==> config.mk <==
export PLATFORM = sky130hd
export DESIGN_NAME = rsmux_top
export DESIGN_NICKNAME = d
export VERILOG_FILES = /design/src/include/rsmux_pkg.sv /design/src/include/rsmux_sel_if.sv /design/src/logic/rsmux_sel_reg.sv /design/src/logic/rsmux_top.sv
export SDC_FILE = /design/constraint.sdc
export NUM_CORES = 1
export LEC_CHECK = 0
export ABC_AREA = 1
export ABC_CLOCK_PERIOD_IN_PS = 1050
export BUFFER_PORTS_ARGS = -buffer_cell sky130_fd_sc_hd__buf_2
export CAP_MARGIN = 20
export CORE_MARGIN = 2
export CORE_UTILIZATION = 25
export DETAILED_ROUTE_END_ITERATION = 10
export GPL_TIMING_DRIVEN = 0
export SETUP_SLACK_MARGIN = 0.4
export SYNTH_ARGS = -nofsm -noshare
export SYNTH_HDL_FRONTEND = slang
export SYNTH_SLANG_ARGS = --single-unit
==> constraint.sdc <==
create_clock -name CORE_CLK -period 1.05 [get_ports CORE_CLK]
set_input_delay 0.105 -clock CORE_CLK [delete_from_list [all_inputs] [get_ports CORE_CLK]]
set_output_delay 0.105 -clock CORE_CLK [all_outputs]
set_load 0.02 [all_outputs]
==> src/include/rsmux_pkg.sv <==
// Purpose: Shared constants and types for the registered one-of-sixteen selector.
// Assumes: Select code is four bits wide, sixteen data inputs.
// Notes:   Variant enumeration chooses clocked or hold-enable select capture.
package rsmux_pkg;

  localparam int unsigned SEL_W     = 4;
  localparam int unsigned DATA_N    = 16;
  localparam logic [3:0]  SEL_RESET = 4'h0;
  // Idle levels of master, true and inverted enables, in pin order: both outputs float.
  localparam logic [2:0]  CTRL_IDLE = 3'h6;

  typedef enum logic [0:0] {
    RSMUX_CLOCKED = 1'b0,
    RSMUX_HOLD    = 1'b1
  } rsmux_variant_t;

endpackage : rsmux_pkg

==> src/include/rsmux_sel_if.sv <==
// Purpose: Carries the applied select code from the capture stage to the decoder.
// Assumes: One clock domain.
// Notes:   The capture stage drives, the top module reads.
`timescale 1ns/10ps
interface rsmux_sel_if;
  import rsmux_pkg::*;
  logic [SEL_W-1:0] code;
  logic             known;
  modport src (output code, output known);
  modport dst (input code, input known);
endinterface : rsmux_sel_if

==> src/logic/rsmux_sel_reg.sv <==
// Purpose: Select code capture stage, clocked or hold-enable controlled.
// Assumes: Pin inputs already synchronised by the caller.
// Notes:   Hold edge is detected on the synchronised enable in the core clock.
`timescale 1ns/10ps
module rsmux_sel_reg
  import rsmux_pkg::*;
#(
  parameter rsmux_variant_t VARIANT = RSMUX_CLOCKED
) (
  input  wire logic             clk,
  input  wire logic             rst,
  input  wire logic [SEL_W-1:0] sel_in,
  input  wire logic             hold,
  rsmux_sel_if.src              sel
);

  typedef struct packed {
    logic [SEL_W-1:0] code;
    logic             known;
    logic             hold_d;
  } rsmux_cap_t;

  rsmux_cap_t st;
  rsmux_cap_t next_st;

  always_comb begin
    next_st        = st;
    next_st.hold_d = hold;
    if (VARIANT == RSMUX_CLOCKED) begin
      // Every core edge stands for a rising capture edge.
      next_st.code  = sel_in; // [RULE3] [RULE8]
      next_st.known = 1'b1; // [RULE10]
    end else if (!hold || !st.hold_d) begin
      // Transparent while low; the value present at the rising edge is kept.
      next_st.code  = sel_in; // [RULE4] [RULE9]
      next_st.known = 1'b1; // [RULE10]
    end
  end

  always_ff @(posedge clk) begin
    if (rst) begin
      st <= '{code: SEL_RESET, known: 1'b0, hold_d: 1'b0};
    end else begin
      st <= next_st;
    end
  end

  assign sel.code  = st.code;
  assign sel.known = st.known;

  property p_hold_keeps;
    @(posedge clk) disable iff (rst)
    (VARIANT == RSMUX_HOLD && hold && $past(hold)) |=> $stable(st.code);
  endproperty
  a_hold_keeps: assert property (p_hold_keeps) // [RULE9]
    else $error("select changed while hold asserted");

endmodule : rsmux_sel_reg

==> src/logic/rsmux_top.sv <==
// Purpose: One-of-sixteen data selector with true and inverted three-state outputs.
// Assumes: Core clock 25 MHz; pins pass a three-stage synchroniser.
// Notes:   Each three-state output is a level and an enable signal; the wire is resolved outside.
`timescale 1ns/10ps

////////////////////////////////////////////////////////////////////////////////
// Function
// RULE1: Four-bit select code fully decoded routes exactly one of sixteen inputs.
// RULE2: True output carries selected level, inverted output carries its complement.
// RULE3: Clocked variant registers the select code before the decoder.
// RULE4: Hold variant keeps select code in a register governed by hold enable.
// RULE5: Output drives only with master enable low and its own enable asserted.
// RULE6: Output enables never disturb select register or selection logic.
// RULE7: Cascaded parts use master enables so only one drives shared lines.
// RULE8: Code n selects input n; captured on rising edge, held until next.
// RULE9: Hold variant follows select while hold low, keeps code once high.
// RULE10: Select register content is undefined until first capture.
module rsmux_top
  import rsmux_pkg::*;
#(
  parameter rsmux_variant_t VARIANT = RSMUX_CLOCKED
) (
  input  wire logic              CORE_CLK,
  input  wire logic              RST,
  input  wire logic [DATA_N-1:0] DATA_INPUTS,
  input  wire logic [SEL_W-1:0]  SELECT_CODE,
  input  wire logic              SELECT_HOLD_ENABLE,
  input  wire logic              MASTER_OUTPUT_ENABLE_N,
  input  wire logic              TRUE_OUTPUT_ENABLE_N,
  input  wire logic              INVERTED_OUTPUT_ENABLE,
  output logic                   TRUE_OUT,
  output logic                   TRUE_OUT_OE,
  output logic                   INV_OUT,
  output logic                   INV_OUT_OE,
  output logic                   SEL_VALID
);

  localparam int unsigned SYN_W = DATA_N + SEL_W + 4;
  localparam logic [SYN_W-1:0] SYN_IDLE = {{(SYN_W - 3){1'b0}}, CTRL_IDLE};

  ////////////////////////////////////////////////////////////////////////////
  // All pin inputs pass three flops; a change counts once stages two and three agree.

  typedef struct packed {
    logic [SYN_W-1:0] s1;
    logic [SYN_W-1:0] s2;
    logic [SYN_W-1:0] s3;
    logic [SYN_W-1:0] val;
    logic             y;
    logic             y_oe;
    logic             w;
    logic             w_oe;
  } rsmux_state_t;

  rsmux_state_t st;
  rsmux_state_t next_st;

  logic [DATA_N-1:0] data_s;
  logic [SEL_W-1:0]  sel_s;
  logic              hold_s;
  logic              g_n_s;
  logic              gy_n_s;
  logic              gw_s;
  logic              picked;

  rsmux_sel_if sel_bus ();

  assign {data_s, sel_s, hold_s, g_n_s, gy_n_s, gw_s} = st.val;

  ////////////////////////////////////////////////////////////////////////////
  // Select capture; it sees no output enable at all, so they cannot disturb it.

  rsmux_sel_reg #(
    .VARIANT (VARIANT)
  ) u_sel (
    .clk    (CORE_CLK),
    .rst    (RST),
    .sel_in (sel_s), // [RULE6]
    .hold   (hold_s),
    .sel    (sel_bus.src)
  );

  // Select code n picks input n, with the top code bit as most significant.
  assign picked = data_s[sel_bus.code]; // [RULE1] [RULE8]

  always_comb begin
    next_st    = st;
    next_st.s1 = {DATA_INPUTS, SELECT_CODE, SELECT_HOLD_ENABLE,
                  MASTER_OUTPUT_ENABLE_N, TRUE_OUTPUT_ENABLE_N, INVERTED_OUTPUT_ENABLE};
    next_st.s2 = st.s1;
    next_st.s3 = st.s2;
    for (int i = 0; i < SYN_W; i++) begin
      if (st.s2[i] == st.s3[i]) begin
        next_st.val[i] = st.s3[i];
      end
    end
    next_st.y    = picked; // [RULE2]
    next_st.w    = ~picked; // [RULE2]
    // The master enable gates both outputs at once, separating cascaded parts on shared lines.
    next_st.y_oe = !g_n_s && !gy_n_s; // [RULE5]
    next_st.w_oe = !g_n_s && gw_s; // [RULE5]
  end

  always_ff @(posedge CORE_CLK) begin
    if (RST) begin
      // Enables clear so both outputs float from reset, as on power-up.
      // Synchroniser stages start at the idle pin levels, so no enable leaks out early.
      // The inverted output starts high to stay the complement of the true one.
      st <= '{s1: SYN_IDLE, s2: SYN_IDLE, s3: SYN_IDLE, val: SYN_IDLE, y: 1'b0,
              y_oe: 1'b0, w: 1'b1, w_oe: 1'b0};
    end else begin
      st <= next_st;
    end
  end

  assign TRUE_OUT    = st.y;
  assign TRUE_OUT_OE = st.y_oe;
  assign INV_OUT     = st.w;
  assign INV_OUT_OE  = st.w_oe;
  assign SEL_VALID   = sel_bus.known; // [RULE10]

  ////////////////////////////////////////////////////////////////////////////

  // Each check except a_compl sees the registered results one edge after the values that caused them.

  property p_compl;
    @(posedge CORE_CLK) disable iff (RST)
    TRUE_OUT == !INV_OUT;
  endproperty
  a_compl: assert property (p_compl) // [RULE2]
    else $error("outputs are not complementary");

  property p_inv_sel;
    @(posedge CORE_CLK) disable iff (RST)
    1'b1 |=> INV_OUT == !$past(data_s[sel_bus.code]);
  endproperty
  a_inv_sel: assert property (p_inv_sel) // [RULE2]
    else $error("inverted output is not the complement of the selected input");

  property p_sel;
    @(posedge CORE_CLK) disable iff (RST)
    1'b1 |=> TRUE_OUT == $past(data_s[sel_bus.code]);
  endproperty
  a_sel: assert property (p_sel) // [RULE1]
    else $error("wrong input routed");

  property p_y_oe;
    @(posedge CORE_CLK) disable iff (RST)
    1'b1 |=> TRUE_OUT_OE == ($past(!g_n_s) && $past(!gy_n_s));
  endproperty
  a_y_oe: assert property (p_y_oe) // [RULE5]
    else $error("true output enable wrong");

  property p_w_oe;
    @(posedge CORE_CLK) disable iff (RST)
    1'b1 |=> INV_OUT_OE == ($past(!g_n_s) && $past(gw_s));
  endproperty
  a_w_oe: assert property (p_w_oe) // [RULE5]
    else $error("inverted output enable wrong");

  property p_master;
    @(posedge CORE_CLK) disable iff (RST)
    g_n_s |=> !TRUE_OUT_OE && !INV_OUT_OE;
  endproperty
  a_master: assert property (p_master) // [RULE5]
    else $error("output drives with master enable high");

  property p_w_off;
    @(posedge CORE_CLK) disable iff (RST)
    (g_n_s || !gw_s) |=> !INV_OUT_OE;
  endproperty
  a_w_off: assert property (p_w_off) // [RULE5]
    else $error("inverted output drives while disabled");

  property p_capture;
    @(posedge CORE_CLK) disable iff (RST)
    (VARIANT == RSMUX_CLOCKED) |=> sel_bus.code == $past(sel_s);
  endproperty
  a_capture: assert property (p_capture) // [RULE8]
    else $error("select not captured on edge");

  property p_oe_free;
    @(posedge CORE_CLK) disable iff (RST)
    (VARIANT == RSMUX_CLOCKED && !TRUE_OUT_OE && !INV_OUT_OE) |=>
      sel_bus.code == $past(sel_s);
  endproperty
  a_oe_free: assert property (p_oe_free) // [RULE6]
    else $error("select blocked while outputs float");

  property p_clk_reg;
    @(posedge CORE_CLK) disable iff (RST)
    (VARIANT == RSMUX_CLOCKED && $stable(sel_s)) |=> $stable(sel_bus.code);
  endproperty
  a_clk_reg: assert property (p_clk_reg) // [RULE3]
    else $error("applied select changed without input change");

  property p_follow;
    @(posedge CORE_CLK) disable iff (RST)
    (VARIANT == RSMUX_HOLD && !hold_s) |=> sel_bus.code == $past(sel_s);
  endproperty
  a_follow: assert property (p_follow) // [RULE4]
    else $error("select not followed while hold low");

  property p_hold_cap;
    @(posedge CORE_CLK) disable iff (RST)
    (VARIANT == RSMUX_HOLD && hold_s && !$past(hold_s)) |=> sel_bus.code == $past(sel_s);
  endproperty
  a_hold_cap: assert property (p_hold_cap) // [RULE9]
    else $error("select not taken at hold rising edge");

  property p_known;
    @(posedge CORE_CLK) disable iff (RST)
    $fell(RST) |-> ##1 SEL_VALID;
  endproperty
  a_known: assert property (p_known) // [RULE10]
    else $error("select never known");

  property p_valid_stays;
    @(posedge CORE_CLK) disable iff (RST)
    SEL_VALID |=> SEL_VALID;
  endproperty
  a_valid_stays: assert property (p_valid_stays) // [RULE10]
    else $error("select validity dropped");

endmodule : rsmux_top

# Yosys cells after proc, flatten, opt, wreduce, memory -nomap -nowiden
# Index checks and enable logic that the tools add are counted.
[word_totals]
word_cells = 66
ff_bits = 105
output_inout_bits = 5
input_bits = 26
[op_classes]
order_cmp = 1
mux = 3
n_reduce_logical = 4
n_bitwise = 1
n_eq_ne = 24
[op_table]
columns = ["cell", "n"]
rows = [
  ["$eq 1x1->1", 24],
  ["$lt 4x5->1 const B", 1],
  ["$bmux 1 s4", 1],
  ["$logic_and 1x1->1", 2],
  ["$logic_not 1->1", 2],
  ["$mux 2", 1],
  ["$mux 1", 1],
  ["$not 1->1", 1],
]

# Longest topological paths before layout
# Gate-level depths: netlist of the first run.
[logic_depth]
ltp_word = 3
depth_mapped = 8
ltp_nobuf = 7

# By module
# A second synthesis of the first run with hierarchy kept.
[hier_totals]
cells_unflattened = 377
area_unflattened_um2 = 3333.2
[modules_own_cells]
columns = ["module", "cells_each", "area_per_inst_um2", "n_inst", "seq_area_each_um2"]
rows = [
  ["rsmux_top", 363, 3199.3, 1, 2001.9],
  ["rsmux_sel_reg", 14, 133.9, 1, 100.1],
]

# Worst setup path after synthesis of the first run
# OpenSTA, ideal clock, no wires.
[synth_timing]
kind = "register -> register"
startpoint = "reg u_sel.st (netlist bit u_sel.sel.code[0])"
endpoint = "reg st (netlist bit INV_OUT)"
path_slack_ps = 81
setup_ps = 113
stages_incl_launch_ff = 9
path_buffers = 1
arrival_ps = 857
synth_period_minus_slack_ps = 969
t_required_ps = 937
path_cell_list = "dfxtp_1 -> buf_6 -> inv_6 -> nand2_1 -> nand3_1 -> nand3_2 -> nand3b_2 -> nand2_1 -> nand2_1"
[synth_between]
elab_chain_cells = 3
[synth_lines]
columns = ["element", "line_no", "rtl"]
rows = [
  ["start, declared", "rsmux_sel_reg.sv:23", "rsmux_cap_t st;"],
  ["start signal, assigned", "rsmux_sel_reg.sv:42", "st <= '{code: SEL_RESET, known: 1'b0, hold_d: 1'b0};"],
  ["start signal, assigned", "rsmux_sel_reg.sv:44", "st <= next_st;"],
  ["$bmux 1 s4", "rsmux_top.sv:84", "assign picked = data_s[sel_bus.code];"],
  ["$mux 1 (implied by the code)", "rsmux_top.sv:84", ""],
  ["$not 1->1", "rsmux_top.sv:98", "next_st.w = ~picked;"],
  ["end signal, assigned", "rsmux_top.sv:109", "st <= '{s1: SYN_IDLE, s2: SYN_IDLE, s3: SYN_IDLE, val: SYN_IDLE, y: 1'b0,"],
  ["end signal, assigned", "rsmux_top.sv:112", "st <= next_st;"],
  ["end, declared", "rsmux_top.sv:55", "rsmux_state_t st;"],
]
# Every way passes these cells. The select of a mux whose other input is x is not followed.
# A chain may end at the register's enable or synchronous reset.

# Worst setup path after layout of the first run
# Same ends and word-level chain as after synthesis.

==> run summary, run 1 <==
====================================================================================
Remaining max-slew budget at the tightest pin                                  0.783
Post-layout worst setup margin                                            -0.0273 ns
Die Y-Extent                                                                  117 µm
Class of the worst hold path                                            input pin to flip-flop
Mapped Cells                                                                     362
Failing checks                                                          hold timing, setup timing
Cell at the slowest stage of the critical path                          sky130_fd_sc_hd__dfxtp_2
Final layout net count                                                           453
Number of buffer and inverter instances along the worst setup path                 2
Area of the die                                                           0.0137 mm²
Final hold violation count                                                         2
Total power divided by cell area                                         1760 mW/mm²
Post-placement cell area                                                 0.00359 mm²
Drt pass-1 iters                                                                   4
Detailed-route vias per instance                                                3.82
Latest clock arrival within the worst-skew pair                              0.34 ns
Placement Rows                                                                    41
Number of flops mapped to enable cells by yosys                                    0
Flip-flop cell with the highest count after synthesis                   sky130_fd_sc_hd__dfxtp_1
Hold bufs inserted after CTS                                                      21
Tightest Pin Transition                                                     0.325 ns
Worst voltage drop across the vdd grid                                      0.829 mV
CTS tree                                                                       built
Synthesized flop and latch total                                                 101
Net count of the mapped netlist                                                  388
Growth of design area from synthesis to finish                                 39.4%
Reported leakage power                                                    0.00180 µW
Weighted congestion at the end of routability-driven global placement          0.724
Adder-Cell Fraction of Synth Area                                                  0
Clock skew after layout                                                   0.00410 ns
Worst setup EP type                                                        flip-flop
Total negative slack for setup checks                                     -0.0438 ns
Combinational family with the most area after synthesis                 simple AND/OR/NAND/NOR gates
Worst path arrival time                                                      1.31 ns
Wire length reported by the detailed router                                  6070 µm
CP Data Required Time                                                        1.29 ns
Mean post-synth cell area                                                   8.83 µm²
Simple-Gate Fraction of Synth Area                                             0.157
Highest clock rate                                                         0.928 GHz
Reg clk slew, reported paths                                                 0.06 ns
Layout Cell Area excl Fill                                               0.00446 mm²
Area share of the largest cell type after synthesis                            0.632
Area of the core                                                          0.0126 mm²
Die Wd                                                                        117 µm
Crit start category                                                        flip-flop
RSZ-0062 raised after global routing                                            true
CTS H-tree depth                                                                   3
Final count of pins violating max slew                                             0
Cell taking the most area after synthesis                               sky130_fd_sc_hd__dfxtp_1
Clock buffers created by TritonCTS                                                 9
Minimum clock period                                                         1.08 ns
Most instantiated library cell after synthesis                          sky130_fd_sc_hd__dfxtp_1
Half-perimeter wire length of the detailed placement result                  4020 µm
YS warnings                                                                        0
Routed length per instance                                                   10.1 µm
Initial detailed-routing violation count                                          67
Cell area after synthesis                                                0.00320 mm²
Synth cell types                                                                  18
Async SR Flop Fraction                                                             0
Clock sink count                                                                 101
Post-synthesis share of cell area spent on xor and xnor gates                      0
Fraction of final layout cells with drive strength greater than 1              0.432
Initial antenna violation count                                                    0
Area fraction in compound gates after synthesis                               0.0826
Max FO, Critical Path                                                              8
Fillers                                                                         1299
Remaining antenna violation count                                                  0
Seq/Total Area, Yosys                                                          0.632
Top cells by area in the synthesized netlist                            sky130_fd_sc_hd__dfxtp_1, sky130_fd_sc_hd__inv_1, sky130_fd_sc_hd__nor2_1
Largest stage delay, worst path                                              0.34 ns
Global Route Usage Sum                                                        0.0948
# port buffers                                                                    29
Number of DRC violations after detailed routing                                    0
Period utilization                                                              1.03
Antenna Diode Count                                                                0
Wire length of the first global-routing pass                                10000 µm
Post-synthesis mux area share                                                      0
Class of the most critical setup path                                   flip-flop to flip-flop
Outcome                                                                 finished, violations left
Boundary Pins                                                                     31
Cell type group with the largest total delay on the critical path       simple AND/OR/NAND/NOR gates
Cell Chain, Critical Path                                               buf_6 > inv_8 > nand2_2 > nand3_2 > nand3_2 > nand3b_4 > nand2_2 > nand2_1
Number of global-route vias before repair                                       2283
Global route overflow                                                              0
Max Root-Sink Buffers                                                              2
Number of violations of the max-capacitance limit                                  0
Most frequent cells after synthesis                                     sky130_fd_sc_hd__dfxtp_1, sky130_fd_sc_hd__inv_1, sky130_fd_sc_hd__nor2_1
Clock tree root buffer cell                                             sky130_fd_sc_hd__clkbuf_16
Maximum number of pins on one net before global-route repair                      16
Via count                                                                       2302
Starting density of the core                                                   0.254
Number of failing setup endpoints in the final timing report                       2
Min Hold Slack                                                            -0.0475 ns
====================================================================================
## cells by family (layout without fill, tap and decap cells)
family          after synthesis  count (layout)
buf+inv                     101             170
compound gates               43              43
flops                       101             101
simple gates                117             117
## per-layer routing
layer | routed length (µm) | global-route usage | vias to the layer above
met4 | 153 | 0.0424 | 0
li1 | - | - | 1205
met2 | 2910 | 0.162 | 38
met1 | 2760 | 0.111 | 1045
met5 | 0 | 0 | -
met3 | 247 | 0.0268 | 14
## worst reg2reg max path: cells and delay by family (launching register included)
family / cells / cell delay (ns)
buf+inv: 2 / 0.18
flops: 1 / 0.34
simple gates: 6 / 0.45
## path summary, 6_finish.rpt
path                                                    from                endpoint  slack, ns  cells past startpoint
worst max-delay path            u_sel.sel.code[0]$_SDFF_PP0_      INV_OUT$_SDFF_PP1_      -0.03                      8
worst min-delay path                    TRUE_OUTPUT_ENABLE_N  next_st[53]$_SDFF_PP1_      -0.05                      2
worst max register to register  u_sel.sel.code[0]$_SDFF_PP0_      INV_OUT$_SDFF_PP1_      -0.03                      8
worst min register to register        next_st[67]$_SDFF_PP0_  next_st[43]$_SDFF_PP0_       0.39                      2
## cells in the final DEF (no fill, tap or decap), drive strengths merged
cell,n
nand3b,1
clkbuf,14
a21oi,24
dlygate4sd3,21
o21ai,1
clkinv,1
or2,7
nand3,13
clkinvlp,1
o21a,1
a211oi,17
buf,41
inv,90
dfxtp,101
nor2,77
bufinv,2
nand2,19
## report_power, final
part,internal (µW),total [µW],leakage [µW],switching (µW)
logic,176,359,0.000805,183
clock network,2130,3470,0.000152,1330
registers,3950,4000,0.000843,47.0
## stage by stage
step | utilization | instances | hold slack, ns | setup WS (ns) | total power (µW)
2_1_floorplan | - | 362 | 0.209 | 0.0875 | 4220
3_3_place_gp | 0.286 | 563 | 0.292 | -0.0214 | 4330
3_5_place_dp | 0.286 | 563 | 0.294 | -0.0237 | 4330
4_1_cts | 0.348 | 600 | -0.0580 | -0.0171 | 7890
5_1_grt | 0.355 | 603 | -0.0500 | -0.0780 | 8090
6_report | 0.355 | 603 | -0.0475 | -0.0273 | 7820
## final cells by class
cell class,instances,area (µm²),share of cell area
sequential,101,2070,0.466
multi-input combinational,160,1000,0.225
timing repair buffer,54,418,0.0938
inverter,90,345,0.0775
clock buffer,11,243,0.0545
tap,172,215,0.0483
buffer,11,85.1,0.0191
clock inverter,4,72.6,0.0163
## repair_timing
action | 4_1_cts | 5_1_grt
setup buffers | 0 | 3
gates cloned | 1 | 0
endpoints found under the hold margin | 23 | 2
gates resized for setup | 103 | 28
setup endpoints to repair | 33 | 48
pin swaps | 21 | 14
## registers in the layout, summed over array words and instances (netlist names)
name and count:
INV_OUT 1, INV_OUT_OE 1, TRUE_OUT 1, TRUE_OUT_OE 1, data_s 16, g_n_s 1, gw_s 1, gy_n_s 1
next_st 46, sel_s 4, st 23, u_sel.sel.code 4, u_sel.sel.known 1
Power figures use the tool's default switching activity.
==> run 2: changes to the inputs <==
==> constraint.sdc (replaced) <==
create_clock -name CORE_CLK -period 1.05 [get_ports CORE_CLK]
set_input_delay 0.315 -clock CORE_CLK [delete_from_list [all_inputs] [get_ports CORE_CLK]]
set_output_delay 0.315 -clock CORE_CLK [all_outputs]
set_load 0.02 [all_outputs]
==> run 2 against run 1 <==
Net effect:
- the flow finishes with violations (setup timing)
- critical path depth is 7 lower
- global-route usage rose by 0.25 points
- final cell count fell by 2.3%
- die area stayed put
- hold slack gained 0.22 ns
- clock skew is 0.0012 ns higher
- utilization increased by 0.45 points
- critical path type is now flip-flop to output port
- largest cell class unchanged
==> run summary, run 2 (synthesis results as in run 1) <==
====================================================================================
Outcome                                                                 finished, violations left
Failing checks                                                          setup timing
Number of failing setup endpoints in the final timing report                       7
Detailed-route vias per instance                                                3.87
Net Switching                                                                1600 µW
Clock tree root buffer cell                                             sky130_fd_sc_hd__clkbuf_16
Minimum clock period                                                         1.11 ns
Boundary Pins                                                                     31
Hold bufs inserted after CTS                                                       0
Via count                                                                       2277
Max Root-Sink Buffers                                                              2
Layout Cell Area excl Fill                                               0.00451 mm²
Reg2Reg Launch Point                                                    u_sel.sel.code[1]$_SDFF_PP0_
Latest clock arrival within the worst-skew pair                              0.33 ns
Largest register FFs                                                              46
Growth of design area from synthesis to finish                                 41.1%
Start point of the worst hold path                                      MASTER_OUTPUT_ENABLE_N
Final hold violation count                                                         0
Worst voltage drop across the vdd grid                                      0.887 mV
Wire length reported by the detailed router                                  6140 µm
Reg clk slew, reported paths                                                 0.07 ns
Wire length of the first global-routing pass                                10200 µm
Weighted congestion at the end of routability-driven global placement          0.795
# port buffers                                                                    29
Hold Crit Endpoint                                                      next_st[54]$_SDFF_PP1_
Worst path arrival time                                                      0.80 ns
Clock Power Share                                                              0.425
Total power divided by cell area                                         1690 mW/mm²
Register cell area after layout                                          0.00210 mm²
Portion of total power attributed to combinational logic                       0.052
Drt pass-1 iters                                                                   4
Maximum number of pins on one net before global-route repair                      17
Clock buffers created by TritonCTS                                                 9
CTS tree                                                                       built
Class of the worst hold path                                            input pin to flip-flop
Worst setup EP type                                                      output port
Remaining antenna violation count                                                  0
Number of violations of the max-capacitance limit                                  0
Area of the core                                                          0.0126 mm²
Clock skew after layout                                                   0.00534 ns
Starting density of the core                                                   0.254
Reg2Reg Depth                                                                      5
Tightest Pin Transition                                                     0.201 ns
Final count of pins violating max slew                                             0
Commonest non-fill, non-tap cell in the layout                          sky130_fd_sc_hd__inv_1
Initial antenna violation count                                                    0
Number of buffer and inverter instances along the worst setup path                 1
Crit start category                                                        flip-flop
Multi-input logic area                                                   0.00109 mm²
Routed length per instance                                                   10.4 µm
Post-placement cell area                                                 0.00372 mm²
Placement Rows                                                                    41
Die Y-Extent                                                                  117 µm
Number of DRC violations after detailed routing                                    0
Global route overflow                                                              0
CP Data Required Time                                                        0.73 ns
Internal portion of total power                                              6020 µW
Worst hold stages                                                                  2
Number of global-route vias before repair                                       2289
Max FO, Critical Path                                                              1
Final standard cell count with taps included and fillers excluded                589
Area of the die                                                           0.0137 mm²
Final layout net count                                                           438
RSZ-0062 raised after global routing                                            true
Largest stage delay, worst path                                              0.34 ns
CTS H-tree depth                                                                   3
Cell at the slowest stage of the critical path                          sky130_fd_sc_hd__dfxtp_4
Utilization after layout                                                       0.359
Post-layout worst setup margin                                            -0.0633 ns
Total negative slack for setup checks                                      -0.344 ns
Remaining max-slew budget at the tightest pin                                  0.866
Reported leakage power                                                    0.00178 µW
Fillers                                                                         1249
Sequential group share of total power                                          0.523
Global Route Usage Sum                                                        0.0973
Highest-count cells in the layout ignoring fill and taps                sky130_fd_sc_hd__inv_1, sky130_fd_sc_hd__nor2_1, sky130_fd_sc_hd__dfxtp_1, sky130_fd_sc_hd__dfxtp_2, sky130_fd_sc_hd__inv_2
Cell type group with the largest total delay on the critical path         flip-flops
Fraction of power spent switching nets                                         0.210
Setup slack, reg-to-reg                                                     -0.03 ns
R2R Path End                                                            TRUE_OUT$_SDFF_PP0_
Die Wd                                                                        117 µm
Initial detailed-routing violation count                                          46
Clock sink count                                                                 101
Half-perimeter wire length of the detailed placement result                  3890 µm
Period utilization                                                              1.06
Power, Total                                                                 7630 µW
Cells after DPL                                                                  563
Fraction of final layout cells with drive strength greater than 1              0.556
Class of the most critical setup path                                   flip-flop to output port
Cell Chain, Critical Path                                                      buf_6
Antenna Diode Count                                                                0
Highest clock rate                                                         0.898 GHz
====================================================================================
[run 2: layer usage]
layer	wire (µm)	vias up	part of all wire	global-route usage
li1	-	1180	-	-
met1	2800	1056	0.46	0.116
met2	2990	31	0.49	0.161
met3	257	10	0.042	0.0355
met4	88	0	0.014	0.0361
met5	0	-	0	0
[run 2: how the worst max path moves through the flow]
stage                              to  slack, ns  depth (start not counted)                          from
6_report                  TRUE_OUT_OE      -0.06                          1        TRUE_OUT_OE$_SDFF_PP0_
5_1_grt            INV_OUT$_SDFF_PP1_      -0.11                          8  u_sel.sel.code[0]$_SDFF_PP0_
4_1_cts                   TRUE_OUT_OE      -0.08                          1        TRUE_OUT_OE$_SDFF_PP0_
3_5_place_dp   next_st[29]$_SDFF_PP1_      -0.13                          4                           RST
3_3_place_gp   next_st[29]$_SDFF_PP1_      -0.12                          4                           RST
2_1_floorplan      INV_OUT$_SDFF_PP1_       0.09                          8  u_sel.sel.code[0]$_SDFF_PP0_
[run 2: per-stage QoR]
step | hold slack [ns] | setup WS [ns]
after floorplan | 0.381 | 0.0878
after global placement | 0.398 | -0.120
after detailed placement | 0.399 | -0.134
after CTS | 0.166 | -0.0780
after global routing | 0.167 | -0.113
final | 0.175 | -0.0633
[run 2: power by group through the flow]
stage               clock [µW]  sequential [µW]  combinational (µW)
CTS                       3310             3980                 372
global route              3480             4000                 443
finish                    3240             3990                 393
detailed placement           0             4050                 309
floorplan                    0             4050                 206
global placement             0             4050                 304
[run 2: area by class of cell]
type                            instances  area share
Clock inverter                          2     0.00305
Sequential cell                       101       0.465
Buffer                                 11      0.0383
Tap cell                              172      0.0477
Multi-Input combinational cell        160       0.241
Clock buffer                           14      0.0632
Inverter                               90      0.0765
Timing Repair Buffer                   39      0.0652
[run 2: worst register-to-register path: stages, from the launching register on]
cell	delay [ns]
sky130_fd_sc_hd__dfxtp_2	0.36
sky130_fd_sc_hd__inv_1	0.18
sky130_fd_sc_hd__nand3_1	0.12
sky130_fd_sc_hd__nand3_2	0.09
sky130_fd_sc_hd__nand3b_4	0.09
sky130_fd_sc_hd__a21oi_2	0.16
[run 2: repair_timing]
item | in CTS | in global routing
pin swaps | 27 | 19
gates resized for setup | 118 | 54
endpoints found under the hold margin | 0 | 0
setup buffers | 8 | 1
cloned | 1 | 0
endpoints found under the setup margin | 37 | 48
